[config.mk]
export PLATFORM = sky130hd
export DESIGN_NAME = plrs_sequencer
export DESIGN_NICKNAME = d
export VERILOG_FILES = /design/src/inc/plrs_pkg.sv /design/src/hdl/plrs_sequencer.sv
export SDC_FILE = /design/constraint.sdc
export NUM_CORES = 1
export LEC_CHECK = 0
export BUFFER_PORTS_ARGS = -buffer_cell sky130_fd_sc_hd__buf_2
export CORE_MARGIN = 2
export CORE_UTILIZATION = 53
export CTS_BUF_LIST = sky130_fd_sc_hd__clkbuf_4 sky130_fd_sc_hd__clkbuf_8
export CTS_CLUSTER_DIAMETER = 60
export CTS_CLUSTER_SIZE = 25
export DETAILED_ROUTE_END_ITERATION = 10
export MAX_ROUTING_LAYER = met4
export PLACE_DENSITY = 0.78
export SLEW_MARGIN = 20
export SYNTH_ARGS = -nofsm -noshare
export SYNTH_HDL_FRONTEND = slang
export SYNTH_SLANG_ARGS = --single-unit
[constraint.sdc]
create_clock -name clock -period 5.15 [get_ports clock]
set_input_delay 0.515 -clock clock [delete_from_list [all_inputs] [get_ports clock]]
set_output_delay 0.515 -clock clock [all_outputs]
set_load 0.05 [all_outputs]
[src/inc/plrs_pkg.sv]
// Package for the power loss restart sequencer
package plrs_pkg;
  localparam int PLRS_MODE_W = 3;
  localparam int PLRS_FREQ_W = 16;
  localparam logic [2:0] PLRS_MODE_TRIP_NOW = 3'h0;
  localparam logic [2:0] PLRS_MODE_TRIP_RECOVER = 3'h1;
  localparam logic [2:0] PLRS_MODE_DECEL = 3'h2;
  localparam logic [2:0] PLRS_MODE_RESTART_SAVED = 3'h4;
  localparam logic [2:0] PLRS_MODE_RESTART_START = 3'h5;
  localparam int PLRS_CLOCK_MHZ = 125;
  // Run command wait after ready-to-run, in milliseconds
  localparam int PLRS_RUN_WAIT_MS = 2000;
  localparam longint PLRS_RUN_WAIT_CYC = longint'(PLRS_RUN_WAIT_MS) * 1000 *
    PLRS_CLOCK_MHZ;
  localparam int PLRS_CNT_W = 32;
  localparam logic [31:0] PLRS_CNT_ZERO = 32'h0;
  localparam logic [15:0] PLRS_FREQ_ZERO = 16'h0;
  typedef enum logic [2:0] {
    PLRS_IDLE,
    PLRS_RUN,
    PLRS_DECEL,
    PLRS_OUTAGE,
    PLRS_WAIT_RUN,
    PLRS_TRIPPED
  } plrs_state_t;
endpackage

[src/hdl/plrs_sequencer.sv]
// Momentary power loss restart sequencer for a motor drive output stage
//
// How it works
// - Mode 0: undervoltage raises the alarm and disables the output at once.
// - Mode 1: undervoltage disables the output, no alarm during the outage.
// - Mode 1: alarm raised when power returns; output stays disabled.
// - Mode 2: below continuous level, start controlled deceleration to stop.
// - Mode 2: alarm raised once the deceleration to stop has finished.
// - Mode 4: save output frequency at undervoltage, then disable output.
// - Mode 4: with run command, restart at the saved frequency.
// - Mode 5: after power returns and run arrives, restart at start frequency.
// - Undervoltage counts as power failure only while running.
// - Wait up to 2 s for run after ready; else cancel restart mode.
// - No restart before the restart delay, counted from the outage, elapses.
`timescale 1ns/100ps
`default_nettype none
module plrs_sequencer #(
  parameter int FREQ_W = plrs_pkg::PLRS_FREQ_W,
  parameter longint RUN_WAIT_CYC = plrs_pkg::PLRS_RUN_WAIT_CYC
) (
  // Clock and reset
  input wire logic clock,
  input wire logic reset,
  // Configuration
  input wire logic [plrs_pkg::PLRS_MODE_W-1:0] restart_mode_select,
  input wire logic [FREQ_W-1:0] starting_frequency_setting,
  input wire logic [31:0] restart_delay_time,
  // Bus voltage comparators, commands and motor feedback
  input wire logic bus_undervoltage,
  input wire logic bus_below_running_level,
  input wire logic ready_to_run,
  input wire logic run_command,
  input wire logic decel_done,
  input wire logic [FREQ_W-1:0] output_frequency,
  // Outputs
  output logic output_enable,
  output logic decel_request,
  output logic undervoltage_alarm,
  output logic restart_pulse,
  output logic [FREQ_W-1:0] restart_frequency,
  output logic restart_mode_active
);
  import plrs_pkg::*;

  plrs_state_t state, next_state;
  logic [2:0] mode, next_mode;
  logic [31:0] delay_cnt, next_delay_cnt;
  logic [31:0] wait_cnt, next_wait_cnt;
  logic [FREQ_W-1:0] saved_freq, next_saved_freq;
  logic next_alarm, next_restart_pulse;
  logic [FREQ_W-1:0] next_restart_frequency;

  // Reserved codes fall back to immediate trip
  function automatic logic [2:0] plrs_decode(input logic [2:0] code);
    unique case (code)
      PLRS_MODE_TRIP_RECOVER, PLRS_MODE_DECEL, PLRS_MODE_RESTART_SAVED,
      PLRS_MODE_RESTART_START: plrs_decode = code;
      default: plrs_decode = PLRS_MODE_TRIP_NOW;
    endcase
  endfunction

  ////////////////////////////////////////////////////////////////////////////
  always_comb begin
    next_state = state;
    next_mode = mode;
    next_delay_cnt = delay_cnt;
    next_wait_cnt = wait_cnt;
    next_saved_freq = saved_freq;
    next_alarm = undervoltage_alarm;
    next_restart_pulse = 1'b0;
    next_restart_frequency = restart_frequency;
    if (delay_cnt != PLRS_CNT_ZERO) begin
      next_delay_cnt = delay_cnt - 32'h1;
    end
    unique case (state)
      PLRS_IDLE: begin
        // Undervoltage while stopped is not a power failure
        if (run_command && !bus_undervoltage) begin
          next_state = PLRS_RUN;
          next_alarm = 1'b0;
          next_restart_frequency = starting_frequency_setting;
          next_mode = plrs_decode(restart_mode_select);
        end
      end
      PLRS_RUN: begin
        next_mode = plrs_decode(restart_mode_select);
        if (!run_command) begin
          next_state = PLRS_IDLE;
        end else if (next_mode == PLRS_MODE_DECEL) begin
          if (bus_below_running_level) begin
            next_state = PLRS_DECEL;
          end
        end else if (bus_undervoltage) begin
          next_delay_cnt = restart_delay_time;
          if (next_mode == PLRS_MODE_TRIP_NOW) begin
            next_state = PLRS_TRIPPED;
            next_alarm = 1'b1;
          end else begin
            next_state = PLRS_OUTAGE;
            if (next_mode == PLRS_MODE_RESTART_SAVED) begin
              next_saved_freq = output_frequency;
            end
          end
        end
      end
      PLRS_DECEL: begin
        if (decel_done) begin
          next_state = PLRS_TRIPPED;
          next_alarm = 1'b1;
        end
      end
      PLRS_OUTAGE: begin
        if (ready_to_run) begin
          if (mode == PLRS_MODE_TRIP_RECOVER) begin
            next_state = PLRS_TRIPPED;
            next_alarm = 1'b1;
          end else begin
            next_state = PLRS_WAIT_RUN;
            next_wait_cnt = PLRS_CNT_ZERO;
          end
        end
      end
      PLRS_WAIT_RUN: begin
        if (!ready_to_run) begin
          next_state = PLRS_OUTAGE;
        end else if (run_command && delay_cnt == PLRS_CNT_ZERO) begin
          next_state = PLRS_RUN;
          next_restart_pulse = 1'b1;
          if (mode == PLRS_MODE_RESTART_SAVED) begin
            next_restart_frequency = saved_freq;
          end else begin
            next_restart_frequency = starting_frequency_setting;
          end
        end else if (64'(wait_cnt) >= RUN_WAIT_CYC - 1) begin
          next_state = PLRS_IDLE;
        end
        if (!run_command) begin
          next_wait_cnt = wait_cnt + 32'h1;
        end
      end
      PLRS_TRIPPED: begin
        // Trip held until the run command is withdrawn and the bus recovers; alarm clears at the next start
        if (!run_command && !bus_undervoltage) begin
          next_state = PLRS_IDLE;
        end
      end
      default: next_state = PLRS_IDLE;
    endcase
  end

  always_ff @(posedge clock) begin
    if (reset) begin
      state <= PLRS_IDLE;
      mode <= PLRS_MODE_TRIP_NOW;
      delay_cnt <= PLRS_CNT_ZERO;
      wait_cnt <= PLRS_CNT_ZERO;
      saved_freq <= FREQ_W'(PLRS_FREQ_ZERO);
      undervoltage_alarm <= 1'b0;
      restart_pulse <= 1'b0;
      restart_frequency <= FREQ_W'(PLRS_FREQ_ZERO);
    end else begin
      state <= next_state;
      mode <= next_mode;
      delay_cnt <= next_delay_cnt;
      wait_cnt <= next_wait_cnt;
      saved_freq <= next_saved_freq;
      undervoltage_alarm <= next_alarm;
      restart_pulse <= next_restart_pulse;
      restart_frequency <= next_restart_frequency;
    end
  end

  ////////////////////////////////////////////////////////////////////////////
  // Deceleration keeps the stage on so regenerated energy holds the bus
  assign output_enable = (state == PLRS_RUN) || (state == PLRS_DECEL);
  assign decel_request = (state == PLRS_DECEL);
  assign restart_mode_active = (state == PLRS_OUTAGE) ||
    (state == PLRS_WAIT_RUN);

  ////////////////////////////////////////////////////////////////////////////
  property p_trip_now;
    @(posedge clock) disable iff (reset)
    (state == PLRS_RUN && run_command && bus_undervoltage &&
     plrs_decode(restart_mode_select) == PLRS_MODE_TRIP_NOW)
    |=> undervoltage_alarm && !output_enable;
  endproperty
  a_trip_now: assert property (p_trip_now) else $error("mode 0 no trip");

  property p_no_alarm_outage;
    @(posedge clock) disable iff (reset)
    state == PLRS_OUTAGE |-> !undervoltage_alarm && !output_enable;
  endproperty
  a_no_alarm_outage: assert property (p_no_alarm_outage)
    else $error("alarm during outage");

  property p_recover_alarm;
    @(posedge clock) disable iff (reset)
    (state == PLRS_OUTAGE && mode == PLRS_MODE_TRIP_RECOVER && ready_to_run)
    |=> undervoltage_alarm && !output_enable;
  endproperty
  a_recover_alarm: assert property (p_recover_alarm)
    else $error("mode 1 no alarm on recovery");

  property p_decel_done;
    @(posedge clock) disable iff (reset)
    (state == PLRS_DECEL && decel_done) |=> undervoltage_alarm;
  endproperty
  a_decel_done: assert property (p_decel_done)
    else $error("no alarm after decel");

  property p_saved_restart;
    @(posedge clock) disable iff (reset)
    (restart_pulse && mode == PLRS_MODE_RESTART_SAVED)
    |-> restart_frequency == saved_freq;
  endproperty
  a_saved_restart: assert property (p_saved_restart)
    else $error("wrong saved frequency");

  property p_restart_delay;
    @(posedge clock) disable iff (reset)
    restart_pulse |-> $past(delay_cnt) == PLRS_CNT_ZERO;
  endproperty
  a_restart_delay: assert property (p_restart_delay)
    else $error("restart before delay");

  property p_idle_no_fail;
    @(posedge clock) disable iff (reset)
    (state == PLRS_IDLE && bus_undervoltage) |=> state == PLRS_IDLE;
  endproperty
  a_idle_no_fail: assert property (p_idle_no_fail)
    else $error("failure seen while stopped");

  property p_start_freq;
    @(posedge clock) disable iff (reset)
    (restart_pulse && mode == PLRS_MODE_RESTART_START)
    |-> restart_frequency == $past(starting_frequency_setting);
  endproperty
  a_start_freq: assert property (p_start_freq)
    else $error("wrong start frequency");
endmodule // plrs_sequencer
`default_nettype wire

==> results_dict.tcl, run 1 <==
set metrics [dict create \
    clock_path_buffers 2 \
    synth_edf_count 0 \
    syn_nets 682 \
    syn2layout_area_growth_pct 12.7 \
    p_sw_uw 1050 \
    reg2reg_from "state[2]$_SDFFE_PP0P_" \
    hold_violations 0 \
    nets 755 \
    skew_ps 12.8 \
    antenna_found_initial 0 \
    clockPowerShare_pct 18.4 \
    clk_pin_slew_ps 100 \
    n_antenna_cell 0 \
    synthCells 605 \
    synth.top_cells.by_count "dfxtp_1, nor2_1, mux2i_1, xnor2_1, clkbuf_1" \
    ctsResizeCount 0 \
    r2r_slack_ps 2340 \
    critPathMaxStageDelay_ps 890 \
    syn_area_per_cell_sq_um 8.70 \
    pre_cts_ws_ps 2350 \
    top_level_ports 95 \
    synth_seq_area_share_pct 39.6 \
    setup_ws_ps 2340 \
    cts-htree-levels 3 \
    fin_crit_ps 2810 \
    cts.sinks 104 \
    drt_iter0_markers 285 \
    p_sw_share_pct 40.8 \
    critPathSlowestCell "nand3_1" \
    ys_seq_elements 104 \
    worstSetupPathType "reg -> reg" \
    cts_buffers 9 \
    tightest_slew_ps 1070 \
    grt_pass1_vias 4391 \
    endpoint "restart_frequency[5]$_SDFFE_PP0P_" \
    ys_warn_count 0 \
    p_seq_share_pct 41.6 \
    cp_max_fo 16 \
    yosysMostFrequentCell "dfxtp_1" \
    comb_power_share_pct 40.0 \
    r2r_end "restart_frequency[5]$_SDFFE_PP0P_" \
    cts_root_buf "clkbuf_8" \
    hold_class "in -> reg" \
    track_usage_pct 22.4 \
    crit_arrival_ps 3040 \
    setup_violations 0 \
    first_pass_iters 4 \
    synth_top_area_cell "dfxtp_1" \
    die_w_um 104 \
    min_period_over_period_pct 54.6 \
    power_density_mw_per_mm2 433 \
    grt_pass1_wl_mm 19.8 \
    die_h_um 104 \
    p_leak_uw 0.00244 \
    portBuffers 94 \
    drc 0 \
    maxCapViolations 0 \
    routed_wl_mm 11.6 \
    vias 4565 \
    synth_area_sq_mm 0.00526 \
    die-area_sq_mm 0.0107 \
    cp-start-kind "flop" \
    coreArea_sq_mm 0.00968 \
    row_count 36 \
    setup_tns_ps 0 \
    drive_gt1_share_pct 20.2 \
    final_antenna_net_count 0 \
    dpl.hpwl_mm 8.26 \
    wl_per_cell_um 14.3 \
    whs_ps 375 \
    p_int_uw 1520 \
    path_cells "nor3b_1 -> nand3_1 -> mux2i_1 -> a211oi_2" \
    peakVddDrop_uv 255 \
    end_kind "flop" \
    startpoint "state[2]$_SDFFE_PP0P_" \
    postCtsSetupRepairBufs 0 \
    async_reset_ff_share_pct 0 \
    synth_top_area_share_pct 39.6 \
    grt-ovfl-total 0 \
    finalMaxSlewViolations 0 \
    rsz0062_at_grt "no" \
    outcome "finished, final reports clean" \
    utilization_pct 61.3 \
    synth.area.top_cells "dfxtp_1, nor2_1, mux2i_1" \
    place_congestion 0.890 \
    slew_headroom_pct 28.3 \
    max_freq_mhz 356 \
    grt_max_degree 77 \
    via_per_inst 5.59 \
    synth_ff_type "dfxtp_1" \
    cp.required_ps 5380 \
    synth_cell_types 57 \
    r2r_cells 4 \
    initial_core_util_pct 54.3 \
    power.total_uw 2570 \
    holdBufCountCts 0 \
    cts_tree "done" \
    insertion_delay_ps 370 \
]
[flip-flops by register name (all words and copies together), names as in the netlist]
register            cells
wait_cnt               32
state                   3
undervoltage_alarm      1
restart_pulse           1
saved_freq             16
delay_cnt              32
restart_frequency      16
mode                    3
[cell type report]
type,instances,area (sq um)
flip-flops and latches,104,2080
inverters,11,41.3
clock buffers,9,124
repair buffers,97,493
well taps,133,166
multi-input cells,455,2970
clock inverters,7,53.8
fillers,858,3750
[per-stage QoR]
step | instance area [sq um] | std cells
finish | 5930 | 816
global route | 5930 | 816
CTS | 5930 | 816
detailed placement | 5760 | 800
floorplan | 5260 | 605
global placement | 5760 | 800
[power by group through the flow]
stage | clock network [uW] | registers [uW] | logic [uW]
2_1_floorplan | 0 | 1120 | 814
3_3_place_gp | 0 | 1080 | 1010
6_report | 472 | 1070 | 1030
5_1_grt | 517 | 1090 | 1140
3_5_place_dp | 0 | 1080 | 1030
4_1_cts | 488 | 1060 | 1030
[layout by cell type (no fill, tap or decap), drive strengths merged, types with 7 or more instances in the layout]
cell,n
nor2,103
clkbuf,9
mux2i,37
xor2,19
dfxtp,104
and3,7
a211oi,34
o21ai,15
inv,14
a311oi,13
buf,97
nand2,27
nand3,19
nor3,21
nand4,12
or4,8
or3,13
nor4,17
a21oi,24
xnor2,31
[metal layers]
layer	vias to the layer above	routed length [um]	GRT usage [%]
met5	-	0	-
met4	0	148	7.05
met3	12	488	4.78
li1	2334	-	-
met2	89	5760	37.4
met1	2130	5240	27.2
[kinds of logic after synthesis]
logic type,after synthesis,synth area share [%]
compound gates,108,15.1
xor+xnor,50,8.32
fa+ha+maj,3,0.713
buf+inv,46,4.07
flops,104,39.6
mux,40,7.68
simple gates,254,24.6
[critical path: cells and delay by family, from the launching register on]
family | cells | cell delay, ps
AND/OR/NAND/NOR | 2 | 1420
flip-flops | 1 | 640
multiplexers | 1 | 490
AO/OA/AOI/OAI | 1 | 110
[worst min path at each step]
stage / cells past startpoint / start / slack (ps) / end
finish: 3 / output_frequency[10] / 370 / saved_freq[10]$_SDFFE_PP0P_
global route: 3 / output_frequency[4] / 360 / saved_freq[4]$_SDFFE_PP0P_
CTS: 3 / output_frequency[3] / 360 / saved_freq[3]$_SDFFE_PP0P_
detailed placement: 2 / wait_cnt[1]$_SDFFE_PP0P_ / 470 / wait_cnt[1]$_SDFFE_PP0P_
global placement: 2 / wait_cnt[1]$_SDFFE_PP0P_ / 460 / wait_cnt[1]$_SDFFE_PP0P_
floorplan: 2 / mode[0]$_SDFFE_PP0P_ / 440 / mode[0]$_SDFFE_PP0P_
Note: power is estimated with default switching activity, not from simulation.
==> run 2: changes to the inputs <==
Settings changed: CORE_UTILIZATION 53 to 52, PLACE_DENSITY 0.78 to 0.8.
Clock period 5.15 ns to 2.5 ns, I/O delays scaled along.
==> run 2 against run 1 <==
Against the previous run: routed wire length is 5.4% higher; worst setup slack worse by 2300 ps; count of clock-buffer cells in the layout up 2; sequential cell count unchanged; via count rose by 4.4%; largest power group is now combinational cells.
==> results_dict.tcl, run 2 (synthesis results as in run 1) <==
set metrics [dict create \
    wl_met2_mm 6.01 \
    insertion_delay_ps 390 \
    slew_headroom_pct 60.1 \
    comb_power_share_pct 42.6 \
    dp_cells 814 \
    path_depth 7 \
    setup_violations 0 \
    portBuffers 94 \
    initial_core_util_pct 53.6 \
    cp.required_ps 2810 \
    wl_per_cell_um 14.6 \
    place_congestion 0.868 \
    worstSetupPathType "reg -> reg" \
    track_usage_pct 23.7 \
    skew_ps 9.81 \
    n_antenna_cell 0 \
    drive_gt1_share_pct 23.8 \
    end_kind "flop" \
    die_h_um 105 \
    grt_pass1_wl_mm 21.0 \
    p_seq_share_pct 37.7 \
    r2r_cells 7 \
    die-area_sq_mm 0.0109 \
    rsz0062_at_grt "yes" \
    layout.cells.most_common "nor2_1" \
    vias 4765 \
    dr.max_layer_used "met4" \
    fill_cells 869 \
    first_pass_iters 5 \
    top_level_ports 95 \
    grt_max_degree 63 \
    p_int_uw 3480 \
    crit_arrival_ps 2730 \
    cts_buffers 9 \
    top_regs "delay_cnt: 32 flops, wait_cnt: 32 flops" \
    maxCapViolations 0 \
    cp_max_fo 5 \
    outcome "finished, final reports clean" \
    m1WireLength_mm 5.44 \
    via_per_inst 5.68 \
    tightest_slew_ps 592 \
    hold_class "in -> reg" \
    min_period_over_period_pct 96.6 \
    nets 778 \
    hold_violations 0 \
    drc 0 \
    path_cells "or3_4 -> or4_4 -> nor4_4 -> buf_4 -> and2b_1 -> xnor2_1 -> a211oi_1" \
    final_antenna_net_count 0 \
    p_sw_uw 2270 \
    syn2layout_area_growth_pct 17.9 \
    holdBufCountCts 0 \
    drt_iter0_markers 342 \
    whs_path_depth 3 \
    coreArea_sq_mm 0.00982 \
    fin_cells 839 \
    critPathSlowestCell "or4_4" \
    critPathMaxStageDelay_ps 530 \
    critical_path.top_delay_family "simple AND/OR/NAND/NOR gates" \
    final_cell_mix "nor2_1, dfxtp_1, buf_2, mux2i_1, xnor2_1" \
    cp.buffers_inverters 1 \
    grt_pass1_vias 4573 \
    antenna_found_initial 0 \
    utilization_pct 63.2 \
    power_density_mw_per_mm2 928 \
    clockPowerShare_pct 19.6 \
    max_freq_mhz 414 \
    finalMaxSlewViolations 0 \
    peakVddDrop_uv 584 \
    clock_path_buffers 2 \
    route.met3.wl_um 598 \
    routed_wl_mm 12.3 \
    cts_tree "done" \
    p_leak_uw 0.00258 \
    die_w_um 105 \
    cts.sinks 104 \
    cp-start-kind "flop" \
    cts_root_buf "clkbuf_8" \
    row_count 36 \
    dpl.hpwl_mm 8.81 \
    p_sw_share_pct 39.5 \
    fin_crit_ps 2410 \
    grt-ovfl-total 0 \
    cts-htree-levels 3 \
    clk_pin_slew_ps 100 \
]
## run 2: final timing paths
check | startpoint | endpoint | slack (ps)
worst max-delay path | delay_cnt[30]$_SDFF_PP0_ | delay_cnt[3]$_SDFF_PP0_ | 90
worst min-delay path | output_frequency[12] | saved_freq[12]$_SDFFE_PP0P_ | 90
worst max register to register | delay_cnt[30]$_SDFF_PP0_ | delay_cnt[3]$_SDFF_PP0_ | 90
worst min register to register | mode[0]$_SDFFE_PP0P_ | mode[0]$_SDFFE_PP0P_ | 480
## run 2: per-stage QoR
| step | hold slack, ps | TNS [ps] | cell area [sq um] | setup WS, ps | power, uW |
|---|---|---|---|---|---|
| after floorplan | 394 | 0 | 5270 | 28.3 | 4030 |
| after global placement | 455 | 0 | 5890 | 107 | 4400 |
| after detailed placement | 467 | 0 | 5890 | 3.51 | 4490 |
| after CTS | 80.3 | 0 | 6150 | 13.7 | 5670 |
| after global routing | 77.5 | -13.3 | 6200 | -6.49 | 6140 |
| final | 94.4 | 0 | 6200 | 85.3 | 5760 |
## run 2: power by group through the flow
stage / sequential, uW / clock, uW / combinational [uW]
after global routing: 2210 / 1220 / 2710
after detailed placement: 2200 / 0 / 2290
after CTS: 2160 / 1150 / 2350
after global placement: 2180 / 0 / 2220
final: 2170 / 1130 / 2450
after floorplan: 2320 / 0 / 1710
## run 2: timing repair
item	4_1_cts	5_1_grt
endpoints found under the setup margin	2	23
pin swaps	2	8
gates resized for setup	1	6
buffers inserted	5	3
gates cloned	0	1
## run 2: worst register-to-register path, delay by kind of cell (launching register included)
| kind | cells | cell delay, ps |
|---|---|---|
| flip-flops | 1 | 330 |
| AND/OR/NAND/NOR | 4 | 1520 |
| buffers and inverters | 1 | 190 |
| AO/OA/AOI/OAI | 1 | 180 |
| XOR/XNOR | 1 | 120 |
## run 2: area by class of cell
class / count / area [sq um] / share of cell area [%]
multi-input cells: 456 / 3010 / 48.5
inverters: 11 / 41.3 / 0.666
repair buffers: 119 / 691 / 11.1
well taps: 133 / 166 / 2.68
clock inverters: 5 / 62.6 / 1.01
flip-flops and latches: 104 / 2080 / 33.6
clock buffers: 11 / 151 / 2.44
## run 2: layer usage
layer	GRT usage, %	up-vias
met5	-	-
met2	39.1	126
li1	-	2383
met4	7.05	0
met3	5.30	21
met1	29.2	2235
==> run 3: changes to the inputs <==
Settings changed: ABC_CLOCK_PERIOD_IN_PS set to 2500, BUFFER_PORTS_ARGS -buffer_cell sky130_fd_sc_hd__buf_2 to unset, CELL_PAD_IN_SITES_DETAIL_PLACEMENT set to 1, CELL_PAD_IN_SITES_GLOBAL_PLACEMENT set to 1, CORE_UTILIZATION 52 to 45, DONT_BUFFER_PORTS set to 1, PLACE_DENSITY 0.8 to 0.81.
==> run 3 against run 2 <==
Against the previous run: the flow now finishes with violations (negative setup slack); register-to-register slack worse by 90 ps; maximum frequency down 3.4%; non-clock buffer count down 74; worst setup slack worse by 86 ps; clock skew up 1.4 ps; largest power group unchanged.
==> results_dict.tcl, run 3 (synthesis results as in run 1) <==
set metrics [dict create \
    failed_checks "negative setup slack" \
    fin_cells 776 \
    whs_ps 18.2 \
    peakVddDrop_uv 654 \
    r2r_end "restart_frequency[6]$_SDFFE_PP0P_" \
    finalMaxSlewViolations 0 \
    cp.buffers_inverters 2 \
    maxCapViolations 0 \
    slew_headroom_pct 56.6 \
    cts_tree "done" \
    p_leak_uw 0.00228 \
    grt_max_degree 69 \
    top_level_ports 95 \
    cts-htree-levels 3 \
    drive_gt1_share_pct 13.6 \
    via_per_inst 5.89 \
    crit_arrival_ps 2810 \
    end_kind "flop" \
    comb_power_share_pct 41.1 \
    p_sw_uw 2380 \
    coreArea_sq_mm 0.0114 \
    drc 0 \
    dpl.hpwl_mm 9.78 \
    top_regs "delay_cnt: 32 flops, wait_cnt: 32 flops" \
    die-area_sq_mm 0.0126 \
    max_freq_mhz 400 \
    p_seq_share_pct 40.2 \
    power_density_mw_per_mm2 996 \
    vias 4569 \
    routed_wl_mm 14.5 \
    cp_max_fo 5 \
    r2r_slack_ps -0.9 \
    min_period_over_period_pct 100 \
    row_count 39 \
    grt_pass1_wl_mm 22.8 \
    nets 705 \
    critical_path.top_delay_family "simple AND/OR/NAND/NOR gates" \
    die_w_um 112 \
    min_to "saved_freq[10]$_SDFFE_PP0P_" \
    r2r_cells 8 \
    insertion_delay_ps 390 \
    die_h_um 112 \
    first_pass_iters 6 \
    p_int_uw 3520 \
    hold_violations 0 \
    n_antenna_cell 0 \
    cp.required_ps 2810 \
    fin_crit_ps 2500 \
    dp_cells 737 \
    cts_buffers 9 \
    grt_pass1_vias 4596 \
    skew_ps 11.3 \
    antenna_found_initial 0 \
    outcome "finished with violations" \
    syn2layout_area_growth_pct 12.5 \
    p_sw_share_pct 40.3 \
    cp-start-kind "flop" \
    final_antenna_net_count 0 \
    critPathSlowestCell "or4_4" \
    hold_class "in -> reg" \
    critPathMaxStageDelay_ps 560 \
    place_congestion 0.796 \
    tightest_slew_ps 645 \
    wl_per_cell_um 18.7 \
    drt_iter0_markers 189 \
    whs_path_depth 2 \
    final_cell_mix "nor2_1, dfxtp_1, mux2i_1, xnor2_1, buf_4" \
    worstSetupPathType "reg -> reg" \
    track_usage_pct 22.8 \
    grt-ovfl-total 0 \
    clockPowerShare_pct 18.7 \
    path_cells "or4_4 -> or3_4 -> nor4_4 -> buf_4 -> a21o_4 -> buf_2 -> a21oi_1 -> a211oi_2" \
    fill_cells 1384 \
    cts_root_buf "clkbuf_8" \
    multi_input_area_sq_mm 0.00302 \
    reg2reg_from "delay_cnt[21]$_SDFF_PP0_" \
    layout.cells.most_common "nor2_1" \
    setup_violations 2 \
    setup_ws_ps -0.924 \
    clock_path_buffers 2 \
    cts.sinks 104 \
    initial_core_util_pct 46.1 \
    portBuffers 0 \
    hold_path_startpoint "output_frequency[10]" \
    regArea_sq_mm 0.00209 \
    clk_pin_slew_ps 110 \
]
## run 3: what timing repair did
action	CTS	global route
setup buffers	0	8
setup endpoints to repair	0	21
endpoints found under the hold margin	68	1
resized for setup	0	9
hold buffers	11	1
## run 3: cell type report
cell class / instances / share of cell area, %
Tap cell: 143 / 3.02
Sequential cell: 104 / 35.3
Timing Repair Buffer: 45 / 6.53
Clock buffer: 10 / 2.22
Clock inverter: 6 / 1.23
Inverter: 11 / 0.698
Multi-Input combinational cell: 457 / 51.0
## run 3: worst reg2reg max path: stages, from the launching register on
cell and delay (ps):
dfxtp_4 360, or4_4 560, or3_4 420, nor4_4 270, buf_4 180, a21o_4 160, buf_2 160, a21oi_1 110
a211oi_2 210
## run 3: worst max-delay path by stage
stage	start	to	cells after the start
3_5_place_dp	delay_cnt[21]$_SDFF_PP0_	restart_frequency[7]$_SDFFE_PP0P_	7
6_report	delay_cnt[21]$_SDFF_PP0_	restart_frequency[6]$_SDFFE_PP0P_	8
5_1_grt	delay_cnt[21]$_SDFF_PP0_	delay_cnt[17]$_SDFF_PP0_	8
3_3_place_gp	delay_cnt[21]$_SDFF_PP0_	restart_frequency[14]$_SDFFE_PP0P_	6
2_1_floorplan	delay_cnt[20]$_SDFF_PP0_	delay_cnt[15]$_SDFF_PP0_	7
4_1_cts	delay_cnt[21]$_SDFF_PP0_	restart_frequency[7]$_SDFFE_PP0P_	7
## run 3: power groups by stage
stage / sequential, uW / combinational (uW) / clock (uW)
floorplan: 2320 / 1710 / 0
global placement: 2370 / 2030 / 0
detailed placement: 2400 / 2120 / 0
CTS: 2360 / 2180 / 1130
global route: 2410 / 2670 / 1190
finish: 2370 / 2420 / 1100
## run 3: per-layer routing
metal / track usage [%] / up-vias / routed length [um]
met5: - / - / 0
met4: 6.83 / 0 / 416
met3: 5.67 / 31 / 524
met2: 38.2 / 80 / 7190
met1: 27.3 / 2221 / 6350
li1: - / 2237 / -
## run 3: per-stage QoR
stage	instance area, sq um	power, uW	util [%]	setup TNS (ps)	worst slack (ps)
after global placement	5470	4400	47.9	0	132
after global routing	5920	6270	51.8	-509	-102
after CTS	5800	5670	50.8	0	3.19
after detailed placement	5470	4520	47.9	0	28.8
after floorplan	5270	4030	-	0	28.3
final	5920	5890	51.8	-1.35	-0.924
